`config.mk`:
```
export PLATFORM = sky130hd
export DESIGN_NAME = axp_port
export DESIGN_NICKNAME = d
export VERILOG_FILES = /design/src/logic/axp_pkg.sv /design/src/logic/axp_rx_if.sv /design/src/logic/axp_rx.sv /design/src/logic/axp_port.sv
export SDC_FILE = /design/constraint.sdc
export NUM_CORES = 1
export LEC_CHECK = 0
export ABC_AREA = 0
export BUFFER_PORTS_ARGS = -buffer_cell sky130_fd_sc_hd__buf_2
export CORE_MARGIN = 3
export CORE_UTILIZATION = 59
export CTS_CLUSTER_DIAMETER = 150
export DETAILED_ROUTE_END_ITERATION = 10
export PLACE_DENSITY = 0.86
export SLEW_MARGIN = 20
export SYNTH_ARGS = -nofsm -noshare
export SYNTH_HDL_FRONTEND = slang
export SYNTH_HIERARCHICAL = 1
export SYNTH_SLANG_ARGS = --single-unit
```
`constraint.sdc`:
```
create_clock -name pclk -period 4.4 [get_ports pclk]
set_input_delay 0.88 -clock pclk [delete_from_list [all_inputs] [get_ports pclk]]
set_output_delay 0.88 -clock pclk [all_outputs]
set_load 0.05 [all_outputs]
```
`src/logic/axp_pkg.sv`:
```
/*
  Constants, types and shared functions of the serial port with
  pause/resume flow control.
  Assumes a 16x bit-rate tick from the APB clock domain.
*/
package axp_pkg;
  // ************************************************************
  // Register map and fields
  // ************************************************************
  localparam logic [7:0]  ADDR_CTRL    = 8'h00;
  localparam logic [7:0]  ADDR_STAT    = 8'h04;
  localparam logic [7:0]  ADDR_TXD     = 8'h08;
  localparam logic [7:0]  ADDR_RXD     = 8'h0c;
  localparam logic [7:0]  ADDR_BAUD    = 8'h10;
  localparam int          CTRL_DATA8   = 0;
  localparam int          CTRL_PAR_LSB = 1;
  localparam int          CTRL_STP_LSB = 4;
  localparam int          CTRL_FLOW    = 6;
  localparam int          CTRL_ESC     = 7;
  localparam logic [7:0]  CTRL_RST     = 8'h41;
  localparam int          STAT_PE      = 4;
  localparam int          STAT_FE      = 5;
  localparam int          STAT_OVR     = 6;

  // ************************************************************
  // Timing
  // ************************************************************
  localparam int          CLK_HZ       = 20000000;
  localparam int          BAUD_RST_BPS = 9600;
  localparam int          OVERSAMPLE   = 16;
  localparam logic [15:0] BAUD_DIV_RST =
    16'(CLK_HZ / (OVERSAMPLE * BAUD_RST_BPS));
  localparam logic [3:0]  RX_MID       = 4'h7;
  localparam logic [3:0]  BIT_LAST     = 4'hf;
  localparam logic [5:0]  STOP1_LAST   = 6'h0f;
  localparam logic [5:0]  STOP15_LAST  = 6'h17;
  localparam logic [5:0]  STOP2_LAST   = 6'h1f;

  // ************************************************************
  // Flow control codes
  // ************************************************************
  localparam logic [7:0]  DEVICE_CONTROL_ONE_CODE   = 8'h11;
  localparam logic [7:0]  DEVICE_CONTROL_THREE_CODE = 8'h13;

  // ************************************************************
  // Types
  // ************************************************************
  typedef enum logic [2:0] {
    PAR_NONE  = 3'h0,
    PAR_ODD   = 3'h1,
    PAR_EVEN  = 3'h2,
    PAR_MARK  = 3'h3,
    PAR_SPACE = 3'h4
  } axp_par_e;

  typedef enum logic [1:0] {
    STOP_ONE  = 2'h0,
    STOP_ONEH = 2'h1,
    STOP_TWO  = 2'h2
  } axp_stop_e;

  typedef enum logic [2:0] {
    ST_IDLE  = 3'h0,
    ST_START = 3'h1,
    ST_DATA  = 3'h2,
    ST_PAR   = 3'h3,
    ST_STOP  = 3'h4
  } axp_st_e;

  // ************************************************************
  // Functions
  // ************************************************************
  function automatic logic par_bit(input logic [7:0] d,
                                   input logic       data8,
                                   input axp_par_e   m);
    logic ones;
    ones = ^(data8 ? d : {1'b0, d[6:0]});
    case (m)
      PAR_ODD:  return ~ones;
      PAR_EVEN: return ones;
      PAR_MARK: return 1'b1;
      default:  return 1'b0;
    endcase
  endfunction

  function automatic logic is_code(input logic [7:0] d,
                                   input logic       data8,
                                   input logic [7:0] code);
    return (d[6:0] == code[6:0]) && !(data8 && d[7]);
  endfunction
endpackage

```
`src/logic/axp_rx_if.sv`:
```
/*
  Carrier between the port core and its receiver.
  Assumes both ends run on the APB clock.
*/
interface axp_rx_if;
  logic               tick;
  logic               rxd;
  logic               data8;
  axp_pkg::axp_par_e  par_mode;
  logic               stb;
  logic [7:0]         data;
  logic               par_err;
  logic               frm_err;
  modport rx   (input tick, rxd, data8, par_mode,
                output stb, data, par_err, frm_err);
  modport core (output tick, rxd, data8, par_mode,
                input stb, data, par_err, frm_err);
endinterface

```
`src/logic/axp_rx.sv`:
```
/*
  Receiver: start detect, mid-bit sampling, parity and stop check.
  Assumes a 16x tick and a line input synchronous to pclk.
*/
module axp_rx (
  input  wire logic pclk,
  input  wire logic presetn,
  axp_rx_if.rx      bus
);
  axp_pkg::axp_st_e st_q, st_d;
  logic [3:0]       cnt_q, cnt_d;
  logic [2:0]       idx_q, idx_d;
  logic [7:0]       sh_q, sh_d;
  logic             pb_q, pb_d;
  logic             stb_q, stb_d;
  logic [7:0]       data_q, data_d;
  logic             pe_q, pe_d;
  logic             fe_q, fe_d;
  logic [7:0]       chr;

  always_comb begin
    st_d   = st_q;
    cnt_d  = cnt_q;
    idx_d  = idx_q;
    sh_d   = sh_q;
    pb_d   = pb_q;
    stb_d  = 1'b0;
    data_d = data_q;
    pe_d   = pe_q;
    fe_d   = fe_q;
    chr    = bus.data8 ? sh_q : {1'b0, sh_q[7:1]};
    if (bus.tick) begin
      cnt_d = cnt_q + 4'h1;
      case (st_q)
        axp_pkg::ST_IDLE: begin
          cnt_d = 4'h0;
          if (!bus.rxd) begin
            st_d = axp_pkg::ST_START;
          end
        end
        axp_pkg::ST_START: begin
          if (cnt_q == axp_pkg::RX_MID) begin
            cnt_d = 4'h0;
            idx_d = 3'h0;
            st_d  = bus.rxd ? axp_pkg::ST_IDLE : axp_pkg::ST_DATA;
          end
        end
        axp_pkg::ST_DATA: begin
          if (cnt_q == axp_pkg::BIT_LAST) begin
            sh_d  = {bus.rxd, sh_q[7:1]}; // RULE1
            idx_d = idx_q + 3'h1;
            if (idx_q == (bus.data8 ? 3'h7 : 3'h6)) begin
              st_d = (bus.par_mode == axp_pkg::PAR_NONE) ?
                     axp_pkg::ST_STOP : axp_pkg::ST_PAR; // RULE2
            end
          end
        end
        axp_pkg::ST_PAR: begin
          if (cnt_q == axp_pkg::BIT_LAST) begin
            pb_d = bus.rxd;
            st_d = axp_pkg::ST_STOP;
          end
        end
        axp_pkg::ST_STOP: begin
          // Mid stop bit: deliver and re-arm, extra stop is idle
          if (cnt_q == axp_pkg::BIT_LAST) begin
            stb_d  = 1'b1;
            data_d = chr;
            fe_d   = !bus.rxd; // RULE5
            pe_d   = (bus.par_mode != axp_pkg::PAR_NONE) &&
                     (pb_q != axp_pkg::par_bit(chr, bus.data8,
                                               bus.par_mode));
            st_d   = axp_pkg::ST_IDLE; // RULE6 RULE7
          end
        end
        default: st_d = axp_pkg::ST_IDLE;
      endcase
    end
  end

  always_ff @(posedge pclk or negedge presetn) begin
    if (!presetn) begin
      st_q   <= axp_pkg::ST_IDLE;
      cnt_q  <= 4'h0;
      idx_q  <= 3'h0;
      sh_q   <= 8'h00;
      pb_q   <= 1'b0;
      stb_q  <= 1'b0;
      data_q <= 8'h00;
      pe_q   <= 1'b0;
      fe_q   <= 1'b0;
    end else begin
      st_q   <= st_d;
      cnt_q  <= cnt_d;
      idx_q  <= idx_d;
      sh_q   <= sh_d;
      pb_q   <= pb_d;
      stb_q  <= stb_d;
      data_q <= data_d;
      pe_q   <= pe_d;
      fe_q   <= fe_d;
    end
  end

  assign bus.stb     = stb_q;
  assign bus.data    = data_q;
  assign bus.par_err = pe_q;
  assign bus.frm_err = fe_q;
endmodule

```
`src/logic/axp_port.sv`:
```
/*
  Serial port top: APB registers, bit-rate divider, transmitter,
  pause/resume flow control and escape handling.
  Assumes an APB master on pclk and a peer with matching framing.
*/
// Overview of operation
// (RULE1) Start bit low, data LSB first
// (RULE2) Odd/even parity; none skips parity slot
// (RULE3) Mark parity always sent high
// (RULE4) Space parity always sent low
// (RULE5) Stop bits high; one, 1.5, two
// (RULE6) Receiver re-arms mid final stop bit
// (RULE7) One-stop receiver accepts two stop bits
// (RULE8) Eleven-bit frame: 8 data, parity, stop
// (RULE9) Ten-bit frame variants supported
// (RULE10) Eleven-bit frames need eleven-bit peer
// (RULE11) Seven-bit codes; eighth bit zero
// (RULE12) Resume code is hex 11
// (RULE13) Pause code is hex 13
// (RULE14) Pause halts transmitter until resume
// (RULE15) Resume continues at exact paused position
// (RULE16) Resume ignored unless halted
// (RULE17) Single code acts; doubled code is data
// (RULE18) Character in flight finishes before halt
module axp_port #(
  parameter int ADDR_W = 8
) (
  input  wire logic              pclk,
  input  wire logic              presetn,
  input  wire logic              psel,
  input  wire logic              penable,
  input  wire logic              pwrite,
  input  wire logic [ADDR_W-1:0] paddr,
  input  wire logic [31:0]       pwdata,
  output logic      [31:0]       prdata,
  output logic                   pready,
  output logic                   pslverr,
  input  wire logic              rxd,
  output logic                   txd
);
  axp_rx_if rxif ();

  logic [7:0]       ctrl_q, ctrl_d;
  logic [15:0]      div_q, div_d;
  logic [15:0]      dcnt_q, dcnt_d;
  logic             tick_q, tick_d;
  logic [31:0]      prdata_q, prdata_d;
  logic             pready_q, pready_d;
  logic             pslverr_q, pslverr_d;
  logic [7:0]       rx_data_q, rx_data_d;
  logic             rx_vld_q, rx_vld_d;
  logic [2:0]       err_q, err_d;
  logic             halted_q, halted_d;
  logic             pend_q, pend_d;
  logic [7:0]       pchr_q, pchr_d;
  axp_pkg::axp_st_e tx_st_q, tx_st_d;
  logic [5:0]       tcnt_q, tcnt_d;
  logic [2:0]       tidx_q, tidx_d;
  logic [7:0]       tchr_q, tchr_d;
  logic [7:0]       hold_q, hold_d;
  logic             full_q, full_d;
  logic             rep_q, rep_d;
  logic             txd_q, txd_d;
  logic             data8, flow_en, esc_en, done, wr_tx, pop, hit;
  logic             deliver, pause_act, resume_act, fin;
  logic [7:0]       dchr;
  logic [5:0]       stop_last;
  axp_pkg::axp_par_e  par_mode;
  axp_pkg::axp_stop_e stop_mode;

  assign data8     = ctrl_q[axp_pkg::CTRL_DATA8];
  assign par_mode  = axp_pkg::axp_par_e'(ctrl_q[axp_pkg::CTRL_PAR_LSB +: 3]);
  assign stop_mode = axp_pkg::axp_stop_e'(ctrl_q[axp_pkg::CTRL_STP_LSB +: 2]);
  assign flow_en   = ctrl_q[axp_pkg::CTRL_FLOW];
  assign esc_en    = ctrl_q[axp_pkg::CTRL_ESC];
  assign done      = psel && penable && pready_q;
  assign wr_tx     = done && pwrite && (paddr[7:0] == axp_pkg::ADDR_TXD);
  assign pop       = done && !pwrite && (paddr[7:0] == axp_pkg::ADDR_RXD);

  assign rxif.tick     = tick_q;
  assign rxif.rxd      = rxd;
  assign rxif.data8    = data8;
  assign rxif.par_mode = par_mode;

  axp_rx u_rx (
    .pclk    (pclk),
    .presetn (presetn),
    .bus     (rxif.rx)
  );

  // ************************************************************
  // APB registers, divider, receive handling
  // ************************************************************
  always_comb begin
    ctrl_d     = ctrl_q;
    div_d      = div_q;
    dcnt_d     = dcnt_q + 16'h0001;
    tick_d     = 1'b0;
    pready_d   = psel && penable && !pready_q;
    pslverr_d  = 1'b0;
    prdata_d   = prdata_q;
    rx_data_d  = rx_data_q;
    rx_vld_d   = rx_vld_q && !pop;
    err_d      = err_q;
    halted_d   = halted_q;
    pend_d     = pend_q;
    pchr_d     = pchr_q;
    deliver    = 1'b0;
    dchr       = rxif.data;
    pause_act  = 1'b0;
    resume_act = 1'b0;
    if (dcnt_q >= div_q - 16'h0001) begin
      dcnt_d = 16'h0000;
      tick_d = 1'b1;
    end
    if (pready_d) begin
      pslverr_d = 1'b0;
      case (paddr[7:0])
        axp_pkg::ADDR_CTRL: prdata_d = {24'h0, ctrl_q};
        axp_pkg::ADDR_STAT: prdata_d = {25'h0, err_q, rx_vld_q,
                                        halted_q, full_q,
                                        tx_st_q != axp_pkg::ST_IDLE};
        axp_pkg::ADDR_TXD:  prdata_d = 32'h0;
        axp_pkg::ADDR_RXD:  prdata_d = {24'h0, rx_data_q};
        axp_pkg::ADDR_BAUD: prdata_d = {16'h0, div_q};
        default: begin
          prdata_d  = 32'h0;
          pslverr_d = 1'b1;
        end
      endcase
    end
    if (done && pwrite) begin
      if (paddr[7:0] == axp_pkg::ADDR_CTRL) begin
        ctrl_d = pwdata[7:0];
      end
      if (paddr[7:0] == axp_pkg::ADDR_BAUD) begin
        div_d = pwdata[15:0];
      end
      if (paddr[7:0] == axp_pkg::ADDR_STAT) begin
        err_d = err_q & ~pwdata[axp_pkg::STAT_PE +: 3];
      end
    end
    hit = flow_en &&
          (axp_pkg::is_code(rxif.data, data8,
                            axp_pkg::DEVICE_CONTROL_THREE_CODE) ||
           axp_pkg::is_code(rxif.data, data8,
                            axp_pkg::DEVICE_CONTROL_ONE_CODE)); // RULE11
    if (rxif.stb) begin
      if (esc_en && pend_q) begin
        // Doubled code is one literal character
        if (rxif.data == pchr_q) begin
          deliver = 1'b1;
          dchr    = pchr_q;
          pend_d  = 1'b0; // RULE17
        end else begin
          pause_act  = axp_pkg::is_code(pchr_q, data8,
                         axp_pkg::DEVICE_CONTROL_THREE_CODE);
          resume_act = axp_pkg::is_code(pchr_q, data8,
                         axp_pkg::DEVICE_CONTROL_ONE_CODE);
          pend_d     = hit;
          pchr_d     = rxif.data;
          deliver    = !hit; // RULE17
        end
      end else if (hit) begin
        if (esc_en) begin
          pend_d = 1'b1;
          pchr_d = rxif.data;
        end else begin
          pause_act  = axp_pkg::is_code(rxif.data, data8,
                         axp_pkg::DEVICE_CONTROL_THREE_CODE); // RULE13
          resume_act = axp_pkg::is_code(rxif.data, data8,
                         axp_pkg::DEVICE_CONTROL_ONE_CODE); // RULE12
        end
      end else begin
        deliver = 1'b1;
      end
      // New error sets on top of a same-cycle clear
      err_d[0] = err_d[0] || rxif.par_err;
      err_d[1] = err_d[1] || rxif.frm_err;
    end
    if (pause_act) begin
      halted_d = 1'b1; // RULE14
    end else if (resume_act && halted_q) begin
      halted_d = 1'b0; // RULE16
    end
    if (!flow_en) begin
      halted_d = 1'b0;
    end
    if (deliver) begin
      if (rx_vld_q && !pop) begin
        err_d[2] = 1'b1;
      end else begin
        rx_data_d = dchr;
        rx_vld_d  = 1'b1;
      end
    end
  end

  always_ff @(posedge pclk or negedge presetn) begin
    if (!presetn) begin
      ctrl_q    <= axp_pkg::CTRL_RST;
      div_q     <= axp_pkg::BAUD_DIV_RST;
      dcnt_q    <= 16'h0000;
      tick_q    <= 1'b0;
      prdata_q  <= 32'h0;
      pready_q  <= 1'b0;
      pslverr_q <= 1'b0;
      rx_data_q <= 8'h00;
      rx_vld_q  <= 1'b0;
      err_q     <= 3'h0;
      halted_q  <= 1'b0;
      pend_q    <= 1'b0;
      pchr_q    <= 8'h00;
    end else begin
      ctrl_q    <= ctrl_d;
      div_q     <= div_d;
      dcnt_q    <= dcnt_d;
      tick_q    <= tick_d;
      prdata_q  <= prdata_d;
      pready_q  <= pready_d;
      pslverr_q <= pslverr_d;
      rx_data_q <= rx_data_d;
      rx_vld_q  <= rx_vld_d;
      err_q     <= err_d;
      halted_q  <= halted_d;
      pend_q    <= pend_d;
      pchr_q    <= pchr_d;
    end
  end

  // ************************************************************
  // Transmitter
  // ************************************************************
  always_comb begin
    tx_st_d = tx_st_q;
    tcnt_d  = tcnt_q;
    tidx_d  = tidx_q;
    tchr_d  = tchr_q;
    hold_d  = hold_q;
    full_d  = full_q;
    rep_d   = rep_q;
    case (stop_mode)
      axp_pkg::STOP_ONEH: stop_last = axp_pkg::STOP15_LAST;
      axp_pkg::STOP_TWO:  stop_last = axp_pkg::STOP2_LAST;
      default:            stop_last = axp_pkg::STOP1_LAST;
    endcase
    fin = (tx_st_q == axp_pkg::ST_IDLE) ||
          (tx_st_q == axp_pkg::ST_STOP && tcnt_q == stop_last);
    if (wr_tx && !full_q) begin
      hold_d = pwdata[7:0];
      full_d = 1'b1;
    end
    if (tick_q) begin
      tcnt_d = tcnt_q + 6'h01;
      case (tx_st_q)
        axp_pkg::ST_START: begin
          if (tcnt_q[3:0] == axp_pkg::BIT_LAST) begin
            tcnt_d  = 6'h00;
            tidx_d  = 3'h0;
            tx_st_d = axp_pkg::ST_DATA;
          end
        end
        axp_pkg::ST_DATA: begin
          if (tcnt_q[3:0] == axp_pkg::BIT_LAST) begin
            tcnt_d = 6'h00;
            tidx_d = tidx_q + 3'h1;
            if (tidx_q == (data8 ? 3'h7 : 3'h6)) begin // RULE8 RULE9
              tx_st_d = (par_mode == axp_pkg::PAR_NONE) ?
                        axp_pkg::ST_STOP : axp_pkg::ST_PAR; // RULE2
            end
          end
        end
        axp_pkg::ST_PAR: begin
          if (tcnt_q[3:0] == axp_pkg::BIT_LAST) begin
            tcnt_d  = 6'h00;
            tx_st_d = axp_pkg::ST_STOP;
          end
        end
        default: tx_st_d = tx_st_q;
      endcase
      // New frames start only at a frame boundary and not halted
      if (fin) begin // RULE18 RULE10
        tcnt_d  = 6'h00;
        tx_st_d = axp_pkg::ST_IDLE;
        if (!halted_q && (rep_q || full_q)) begin // RULE14 RULE15
          tx_st_d = axp_pkg::ST_START;
          if (rep_q) begin
            rep_d = 1'b0; // RULE17
          end else begin
            tchr_d = hold_q;
            full_d = 1'b0;
            rep_d  = esc_en && flow_en &&
                     (axp_pkg::is_code(hold_q, data8,
                        axp_pkg::DEVICE_CONTROL_ONE_CODE) ||
                      axp_pkg::is_code(hold_q, data8,
                        axp_pkg::DEVICE_CONTROL_THREE_CODE));
          end
        end
      end
    end
    case (tx_st_d)
      axp_pkg::ST_START: txd_d = 1'b0; // RULE1
      axp_pkg::ST_DATA:  txd_d = tchr_d[tidx_d]; // RULE1
      axp_pkg::ST_PAR:   txd_d = axp_pkg::par_bit(tchr_d, data8,
                                                  par_mode); // RULE3 RULE4
      default:           txd_d = 1'b1; // RULE5
    endcase
  end

  always_ff @(posedge pclk or negedge presetn) begin
    if (!presetn) begin
      tx_st_q <= axp_pkg::ST_IDLE;
      tcnt_q  <= 6'h00;
      tidx_q  <= 3'h0;
      tchr_q  <= 8'h00;
      hold_q  <= 8'h00;
      full_q  <= 1'b0;
      rep_q   <= 1'b0;
      txd_q   <= 1'b1;
    end else begin
      tx_st_q <= tx_st_d;
      tcnt_q  <= tcnt_d;
      tidx_q  <= tidx_d;
      tchr_q  <= tchr_d;
      hold_q  <= hold_d;
      full_q  <= full_d;
      rep_q   <= rep_d;
      txd_q   <= txd_d;
    end
  end

  assign prdata  = prdata_q;
  assign pready  = pready_q;
  assign pslverr = pslverr_q;
  assign txd     = txd_q;
endmodule

```
==> impl_metrics.ini, run 1 <==
[timing]
finalHoldViolations = 0
rsz0062_at_grt = false
tns_ns = 0
setup_violations = 0
post-route-min-period_ns = 3.30
hold_ws_ns = 0.469
skew_ns = 0.00652
tightest_slew_ns = 0.942
maxSlewViolCount = 0
slew_headroom = 0.372
period_share = 0.749
max_clock_freq_mhz = 303

[floorplanning]
initial_utilization = 0.620
die_x_um = 120
die_h_um = 120
core_area_um2 = 12300
rows = 40
dieArea_um2 = 14300
io_pins = 81

[power]
ir_drop_mv = 0.292
leakage_nw = 4.04
cellPowerDensity_nw_per_um2 = 386

[clock_tree]
cts_setup_buffers = 0
h-tree-depth = 4
clk_latency_ns = 0.42
clk_pin_slew_ns = 0.06
cts_sinks = 142
ctsResizeCount = 0
cts_tree = yes
ctsLongestPathBuffers = 2
root_buffer = clkbuf_16
cts-hold-fix-buffers = 0
cts_buffers = 17

[grt]
grt_pass1_vias = 5695
grt_usage = 0.248
grt_max_degree = 108
grt_antenna_before_repair = 0
grt-ovfl-total = 0
grt_pass1_wl_um = 28100

[route]
via_per_inst = 5.94
ant_nets = 0
drtIter0Drc = 437
drc = 0
dr_total_vias = 5677
routed_wirelength_um = 17000
wl_per_cell_um = 17.8
drt-pass1-iter-count = 6

[synth]
synth_flop_cell = dfrtp_1
yosys_warnings = 6
ys_ff_latch = 142
syn_inst = 730
ys_types = 75
seq_area_frac_synth = 0.466
async_flop_share = 1.00
synth_edf_count = 0
syn_area_um2 = 7640
syn_area_per_cell_um2 = 10.5

[placement]
dp_hpwl_um = 12200
io_buffers = 48
dpl.cell_count = 923
placed_cell_area_um2 = 7940
gp_congestion = 0.860

[final_layout]
fin_cells = 955
layout.nets = 845
layout_commonest_cell = dfrtp_1
fin_area_um2 = 8510
drive_gt1_frac = 0.211
final_cell_mix = dfrtp_1, nand2_1, mux2_2, nor2_1, buf_2
syn_to_final_growth_pct = 11.4
diodes = 0

[worst_hold_path]
hold_path_depth = 2
hold_path_class = flip-flop to flip-flop

[setup_path]
slowest_delay_ns = 0.50
cp_slowest_cell = or3b_2
critPathArrivalTime_ns = 3.64
worst-path-max-fanout = 17
required_ns = 4.75
reg2reg_depth = 13
critPathLaunchType = flip-flop
cp_cell_sequence = or3_1 -> or3b_2 -> or3_1 -> nor2_1 -> xnor2_1 -> ha_1 -> and4_1 -> a21oi_1 -> a21oi_1 -> a211oi_1 -> o21ai_1 -> buf_4 -> nor2_1
setup.worst_path.class = flip-flop to flip-flop
setup.worst_path.end_class = flip-flop

[run]
cap_violations = 0

[run_status]
status = finished, final reports clean
==> path summary, 6_finish.rpt <==
| check | slack, ns | from | end |
|---|---|---|---|
| worst max register to register | 1.10 | div_q[5]$_DFFE_PN0P_ | dcnt_q[3]$_DFF_PN0_ |
| min in group asynchronous | 0.59 | presetn | u_rx/bus.data[5]$_DFFE_PN0P_ |
| worst min-delay path | 0.47 | prdata[13]$_DFFE_PN0P_ | prdata[13]$_DFFE_PN0P_ |
| max in group asynchronous | 2.96 | presetn | txd$_DFF_PN1_ |
| worst min register to register | 0.47 | prdata[13]$_DFFE_PN0P_ | prdata[13]$_DFFE_PN0P_ |
| worst max-delay path | 1.10 | div_q[5]$_DFFE_PN0P_ | dcnt_q[3]$_DFF_PN0_ |
==> synthesized netlist by cell type, types with 5 or more instances <==
cell type | count | share of area
mux2i_1 | 21 | 0.028
nor3_1 | 12 | 0.0079
a221oi_1 | 5 | 0.0057
dfstp_2 | 5 | 0.017
a21o_1 | 9 | 0.0088
nor2_1 | 52 | 0.026
nand3_1 | 27 | 0.018
inv_1 | 18 | 0.0088
nor2b_1 | 9 | 0.0074
or3_1 | 7 | 0.0057
and3_1 | 8 | 0.0066
xnor2_1 | 36 | 0.041
buf_2 | 8 | 0.0052
ha_1 | 25 | 0.041
dfrtp_1 | 137 | 0.45
o21ai_0 | 32 | 0.021
nand2b_1 | 12 | 0.0098
nand4_1 | 6 | 0.0049
nor4_1 | 5 | 0.0041
a21oi_1 | 19 | 0.012
clkbuf_1 | 16 | 0.0079
buf_4 | 16 | 0.016
mux2_2 | 64 | 0.094
o22ai_1 | 6 | 0.0049
xor2_1 | 19 | 0.022
nand2_1 | 79 | 0.039
==> where the power goes <==
part | leakage [nW] | switching [mW] | internal (mW) | total [mW]
Sequential | 1.93 | 0.0908 | 1.36 | 1.45
Combinational | 1.84 | 0.284 | 0.174 | 0.458
Clock | 0.270 | 0.553 | 0.821 | 1.37
Total | 4.04 | 0.928 | 2.36 | 3.29
==> worst max-delay path, delay by kind of cell (launching register included) <==
kind / cells / cell delay (ns)
xor+xnor: 1 / 0.13
flops: 1 / 0.42
compound gates: 4 / 0.52
fa+ha+maj: 1 / 0.26
buf+inv: 1 / 0.21
simple gates: 6 / 1.67
==> registers in the layout, summed over array words and instances (netlist names), 3 cells and up <==
name,flops
tcnt_q,6
u_rx/cnt_q,4
u_rx/bus.data,8
ctrl_q,8
tchr_q,8
u_rx/idx_q,3
u_rx/st_q,3
err_q,3
hold_q,8
tidx_q,3
pchr_q,8
dcnt_q,16
rx_data_q,8
prdata,16
div_q,16
u_rx/sh_q,8
tx_st_q,3
==> final cells by class <==
type,instances,area (µm²)
repair buffers,53,284
fillers,885,3800
flip-flops and latches,142,3560
well taps,168,210
inverters,19,71.3
clock inverters,9,85.1
multi-input cells,541,3820
clock buffers,23,478
==> cell families (layout without fill, tap and decap cells) <==
kind of cell / after synthesis / after routing / share of synthesized area
simple gates: 246 / 246 / 0.159
compound gates: 110 / 110 / 0.0981
buf+inv: 62 / 104 / 0.0418
mux: 87 / 87 / 0.125
fa+ha+maj: 25 / 25 / 0.0410
xor+xnor: 57 / 57 / 0.0682
other cells: 1 / 16 / 0.000491
flops: 142 / 142 / 0.466
==> per-stage QoR <==
| step | util | total power [mW] | setup slack, ns |
|---|---|---|---|
| floorplan | - | 1.80 | 1.13 |
| global placement | 0.645 | 1.89 | 1.16 |
| detailed placement | 0.645 | 1.92 | 1.10 |
| CTS | 0.691 | 3.29 | 1.10 |
| global route | 0.691 | 3.42 | 0.859 |
| finish | 0.691 | 3.29 | 1.10 |
==> layer usage <==
layer | up-vias | routed length (µm) | track usage
li1 | 2644 | - | -
met1 | 2799 | 7190 | 0.332
met2 | 207 | 8380 | 0.398
met3 | 27 | 1170 | 0.0660
met4 | 0 | 248 | 0.0795
met5 | - | 0 | 0
Power figures use the tool's default switching activity.
==> inputs of run 2 (changes only) <==
- ABC_AREA: 0 -> 1
- CORE_UTILIZATION: 59 -> 54
- PLACE_DENSITY: 0.86 -> 0.83
- clock period: 4.4 -> 2.75 ns (I/O delays scaled with it)
==> impl_metrics.ini, run 2 <==
[placement]
io_buffers = 48
placed_cell_area_um2 = 8780
gp_congestion = 0.896
dp_hpwl_um = 14000

[power]
ir_drop_mv = 0.487
combPwrFrac = 0.039
share_seq_of_total_power = 0.462
leakage_nw = 4.73
net-switching-power_mw = 1.06
clock_power_share = 0.498
cellPowerDensity_nw_per_um2 = 475
internal-power_mw = 3.48
switching_share = 0.233

[synth]
syn_inst = 1088
async_flop_share = 1.00
ys_ff_latch = 142
synth_flop_cell = dfrtp_1
synth_common_cells = nand2_1, dfrtp_1, inv_1
syn_area_um2 = 8240
seq_area_frac_synth = 0.432
ys_top_cells_by_area = dfrtp_1, nand2_1, inv_1
synth_edf_count = 0
yosys_warnings = 6
yosysMostFrequentCell = nand2_1
syn_area_per_cell_um2 = 7.57
ys_types = 50
yosysTopAreaCellShare = 0.416
synth_largest_area_cell = dfrtp_1

[setup_path]
regToRegSetupSlack_ns = -0.13
startpoint = div_q[0]$_DFFE_PN0P_
crit_family = simple AND/OR/NAND/NOR gates
rr_startpoint = div_q[0]$_DFFE_PN0P_
crit_buf_inv = 4
critPathArrivalTime_ns = 3.22
setup.worst_path.end_class = flip-flop
worst-path-max-fanout = 8
critPathLaunchType = flip-flop
reg2reg_depth = 16
slowest_delay_ns = 0.40
worstReg2RegEnd = dcnt_q[12]$_DFF_PN0_
critPathMostFrequentCell = buf_4
cp_slowest_cell = dfrtp_1
cp_cell_sequence = inv_2 -> buf_4 -> nand2_2 -> nor3_4 -> nand3_2 -> nor3_2 -> nand3_1 -> buf_4 -> xor2_1 -> ha_1 -> a21oi_1 -> o21ai_0 -> a21oi_4 -> nand3_4 -> clkbuf_16 -> a211oi_2
required_ns = 3.09
setup.worst_path.class = flip-flop to flip-flop

[route]
routed_wirelength_um = 19900
drt-pass1-iter-count = 6
drtIter0Drc = 647
ant_nets = 0
wl_per_cell_um = 14.6
via_per_inst = 5.43
drc = 0
dr_total_vias = 7396

[timing]
finalHoldViolations = 0
setup_violations = 17
tns_ns = -1.30
maxSlewViolCount = 0
tightest_slew_ns = 0.779
final.setup.worst_slack_ns = -0.130
hold_ws_ns = 0.0738
post-route-min-period_ns = 2.88
max_clock_freq_mhz = 347
skew_ns = 0.00908
rsz0062_at_grt = true
slew_headroom = 0.480
period_share = 1.05

[run]
cap_violations = 0

[final_layout]
layout.nets = 1237
fin_area_um2 = 9550
syn_to_final_growth_pct = 15.9
drive_gt1_frac = 0.159
layout_commonest_cell = nand2_1
final_cell_mix = nand2_1, dfrtp_1, inv_1, o21ai_0, nor2_1
diodes = 0

[worst_hold_path]
hold_path_class = input port to async pin

[clock_tree]
root_buffer = clkbuf_16
clk_latency_ns = 0.43
ctsLongestPathBuffers = 2
cts_sinks = 142
h-tree-depth = 4
cts_tree = yes
clk_pin_slew_ns = 0.06
cts_buffers = 17
cts-hold-fix-buffers = 0

[grt]
grt_max_degree = 62
grt_pass1_vias = 7070
grt_antenna_before_repair = 0
grt-ovfl-total = 0
grt_pass1_wl_um = 32600
grt_usage = 0.242

[floorplanning]
die_x_um = 130
dieArea_um2 = 16800
initial_utilization = 0.558
die_h_um = 130
io_pins = 81
rows = 44
core_area_um2 = 14800

[run_status]
status = complete, but fails checks
violations = negative setup slack
run 2: changes by cell type after synthesis, moves of 8 or more:
cell / previous run / this run
nor2_1: 52 / 63
nand3_1: 27 / 42
a21oi_1: 19 / 33
mux2i_1: 21 / 0
nor2b_1: 9 / 0
nand2b_1: 12 / 0
a21o_1: 9 / 1
mux2_2: 64 / 6
nand2_1: 79 / 352
inv_1: 18 / 136
o21ai_1: 1 / 12
xnor2_1: 36 / 7
o21ai_0: 32 / 95
run 2: per-layer routing:
metal,GRT usage,part of all wire,vias to the layer above,wire (µm)
met5,0,0,-,0
met4,0.0911,0.032,0,641
met3,0.0523,0.061,64,1220
met1,0.308,0.41,3432,8220
met2,0.406,0.49,263,9840
li1,-,-,3637,-
run 2: cell type report:
cell class              instances  area, µm²
flip-flops and latches        142       3560
clock inverters                10        103
repair buffers                 85        579
well taps                     184        230
inverters                     143        539
fillers                      1179       5210
clock buffers                  22        484
multi-input cells             777       4050
run 2: power groups by stage:
| stage | clock network, mW | logic (mW) | registers [mW] |
|---|---|---|---|
| floorplan | 0 | 0.0972 | 2.14 |
| global route | 2.39 | 0.196 | 2.10 |
| finish | 2.26 | 0.179 | 2.10 |
| CTS | 2.28 | 0.178 | 2.10 |
| detailed placement | 0 | 0.176 | 2.14 |
| global placement | 0 | 0.174 | 2.14 |
run 2: through the flow:
step	worst slack (ns)	cells	power, mW	utilization
floorplan	0.000375	1103	2.24	-
global placement	-0.0545	1326	2.31	0.595
detailed placement	-0.167	1326	2.31	0.595
CTS	-0.00615	1362	4.55	0.640
global route	-0.314	1363	4.68	0.647
finish	-0.130	1363	4.54	0.647
run 2: cells by family (layout without fill, tap and decap cells):
family                   Yosys count  count (layout)  synth area share
AND/OR/NAND/NOR                  523             523             0.267
AO/OA/AOI/OAI                    185             185             0.130
buffers and inverters            184             260             0.101
flip-flops                       142             142             0.432
adder cells (fa/ha/maj)           25              25            0.0380
XOR/XNOR                          22              22            0.0234
multiplexers                       6               6           0.00820
other                              1              16          0.000455
run 2: worst max path at each step:
stage,to,slack [ns],depth (start not counted)
floorplan,dcnt_q[14]$_DFF_PN0_,0.0004,20
global placement,dcnt_q[13]$_DFF_PN0_,-0.05,20
detailed placement,dcnt_q[13]$_DFF_PN0_,-0.17,18
CTS,dcnt_q[3]$_DFF_PN0_,-0.006,20
global route,dcnt_q[3]$_DFF_PN0_,-0.31,20
finish,dcnt_q[12]$_DFF_PN0_,-0.13,16
run 2: repair_timing:
| action | 4_1_cts | 5_1_grt |
|---|---|---|
| setup buffers | 4 | 0 |
| pin swaps | 4 | 1 |
| gates resized for setup | 11 | 18 |
| cloned | 0 | 1 |
| setup endpoints to repair | 17 | 18 |
==> inputs of run 3 (changes only) <==
- ABC_AREA: 1 -> not set
- CORE_MARGIN: 3 -> 4
==> impl_metrics.ini, run 3 (synthesis results as in run 1) <==
[grt]
grt_max_degree = 60
grt-ovfl-total = 0
grt_pass1_wl_um = 28300
grt_pass1_vias = 5775
grt_antenna_before_repair = 0
grt_usage = 0.220

[route]
drt-pass1-iter-count = 6
ant_nets = 0
wl_per_cell_um = 17.2
drc = 0
via_per_inst = 5.76
dr_total_vias = 5763
drtIter0Drc = 433
routed_wirelength_um = 17200

[floorplanning]
die_h_um = 127
die_x_um = 127
io_pins = 81
core_area_um2 = 13900
dieArea_um2 = 16100
rows = 43
initial_utilization = 0.550

[clock_tree]
cts_tree = yes
clk_pin_slew_ns = 0.06
root_buffer = clkbuf_16
ctsLongestPathBuffers = 2
clk_latency_ns = 0.42
cts_buffers = 17
h-tree-depth = 4
cts-hold-fix-buffers = 0
cts_sinks = 142

[worst_hold_path]
hold_path_class = input port to async pin

[final_layout]
final_cell_mix = dfrtp_1, nand2_1, mux2_2, buf_2, nor2_1
layout_commonest_cell = dfrtp_1
fillers = 1033
drive_gt1_frac = 0.264
multi_input_area_um2 = 3890
fin_area_um2 = 8920
final_util = 0.643
seqCellArea_um2 = 3560
diodes = 0
layout.nets = 879
fin_cells = 1001
syn_to_final_growth_pct = 16.8

[setup_path]
regToRegSetupSlack_ns = -0.29
setup.worst_path.class = flip-flop to flip-flop
setup.worst_path.end_class = flip-flop
reg2reg_depth = 13
worstReg2RegEnd = dcnt_q[9]$_DFF_PN0_
required_ns = 3.10
rr_startpoint = div_q[4]$_DFFE_PN0P_
critPathArrivalTime_ns = 3.39
critPathLaunchType = flip-flop
worst-path-max-fanout = 17

[run_status]
violations = negative setup slack
status = complete, but fails checks

[timing]
final.setup.worst_slack_ns = -0.292
tightest_slew_ns = 0.524
setup_violations = 17
period_share = 1.11
post-route-min-period_ns = 3.04
max_clock_freq_mhz = 329
tns_ns = -4.57
finalHoldViolations = 0
skew_ns = 0.00748
slew_headroom = 0.650
maxSlewViolCount = 0
rsz0062_at_grt = true

[power]
leakage_nw = 4.24
internal-power_mw = 3.97
combPwrFrac = 0.153
totalPowerFinal_mw = 5.45
switching_share = 0.272
clock_power_share = 0.422
cellPowerDensity_nw_per_um2 = 611
net-switching-power_mw = 1.49
share_seq_of_total_power = 0.425
ir_drop_mv = 0.464

[placement]
dp_hpwl_um = 12300
io_buffers = 48
dpl.cell_count = 965
gp_congestion = 0.856
placed_cell_area_um2 = 8240

[run]
cap_violations = 0
run 3: cell types whose count changed in the layout (fill, tap and decap cells not counted), moves of 13 or more:
cell     delta
nor2_1     -17
nand2_1   -269
mux2_2     +58
a21oi_1    -13
inv_1     -116
o21ai_0    -63
xnor2_1    +28
mux2i_1    +21
run 3: what timing repair did:
item | in CTS | in global routing
cloned | 0 | 1
pin swaps | 0 | 4
setup endpoints to repair | 17 | 18
resized for setup | 5 | 9
setup buffers | 0 | 3
run 3: cell type report:
class | count | area share
Tap cell | 180 | 0.0252
Clock buffer | 23 | 0.0558
Clock inverter | 9 | 0.0121
Sequential cell | 142 | 0.399
Multi-Input combinational cell | 542 | 0.436
Inverter | 19 | 0.00799
Timing Repair Buffer | 86 | 0.0638
run 3: layer usage:
metal | global-route usage | vias up | wire length, µm
li1 | - | 2717 | -
met1 | 0.286 | 2799 | 7480
met2 | 0.356 | 213 | 8270
met3 | 0.0539 | 34 | 1040
met4 | 0.0845 | 0 | 441
met5 | 0 | - | 0
run 3: how the worst max path moves through the flow:
stage,startpoint,end,cells past startpoint
after global routing,div_q[2]$_DFFE_PN0P_,dcnt_q[9]$_DFF_PN0_,14
after CTS,div_q[2]$_DFFE_PN0P_,dcnt_q[9]$_DFF_PN0_,13
after floorplan,div_q[2]$_DFFE_PN0P_,dcnt_q[10]$_DFF_PN0_,13
after detailed placement,div_q[2]$_DFFE_PN0P_,dcnt_q[9]$_DFF_PN0_,13
after global placement,div_q[2]$_DFFE_PN0P_,dcnt_q[10]$_DFF_PN0_,13
final,div_q[4]$_DFFE_PN0P_,dcnt_q[9]$_DFF_PN0_,13
run 3: per-stage QoR:
stage,hold WS (ns),setup WS [ns]
4_1_cts,0.0984,-0.252
3_5_place_dp,0.456,-0.343
5_1_grt,0.118,-0.444
2_1_floorplan,0.254,-0.269
3_3_place_gp,0.445,-0.242
6_report,0.0850,-0.292
run 3: power by group through the flow:
stage	Clock [mW]	Combinational (mW)	Sequential, mW
global route	2.43	0.925	2.33
finish	2.30	0.836	2.31
global placement	0	0.782	2.34
CTS	2.32	0.818	2.31
floorplan	0	0.594	2.31
detailed placement	0	0.807	2.34
run 3: worst max-delay path: stages, from the launching register on:
cell and delay (ns):
dfrtp_1 0.39, or3_4 0.37, or3b_4 0.39, or3_4 0.36
nor2_4 0.13, xnor2_2 0.12, ha_1 0.26, and4_4 0.16
a21oi_2 0.11, a21oi_1 0.09, a211oi_2 0.21, o21ai_2 0.10
buf_12 0.16, nor2_2 0.11
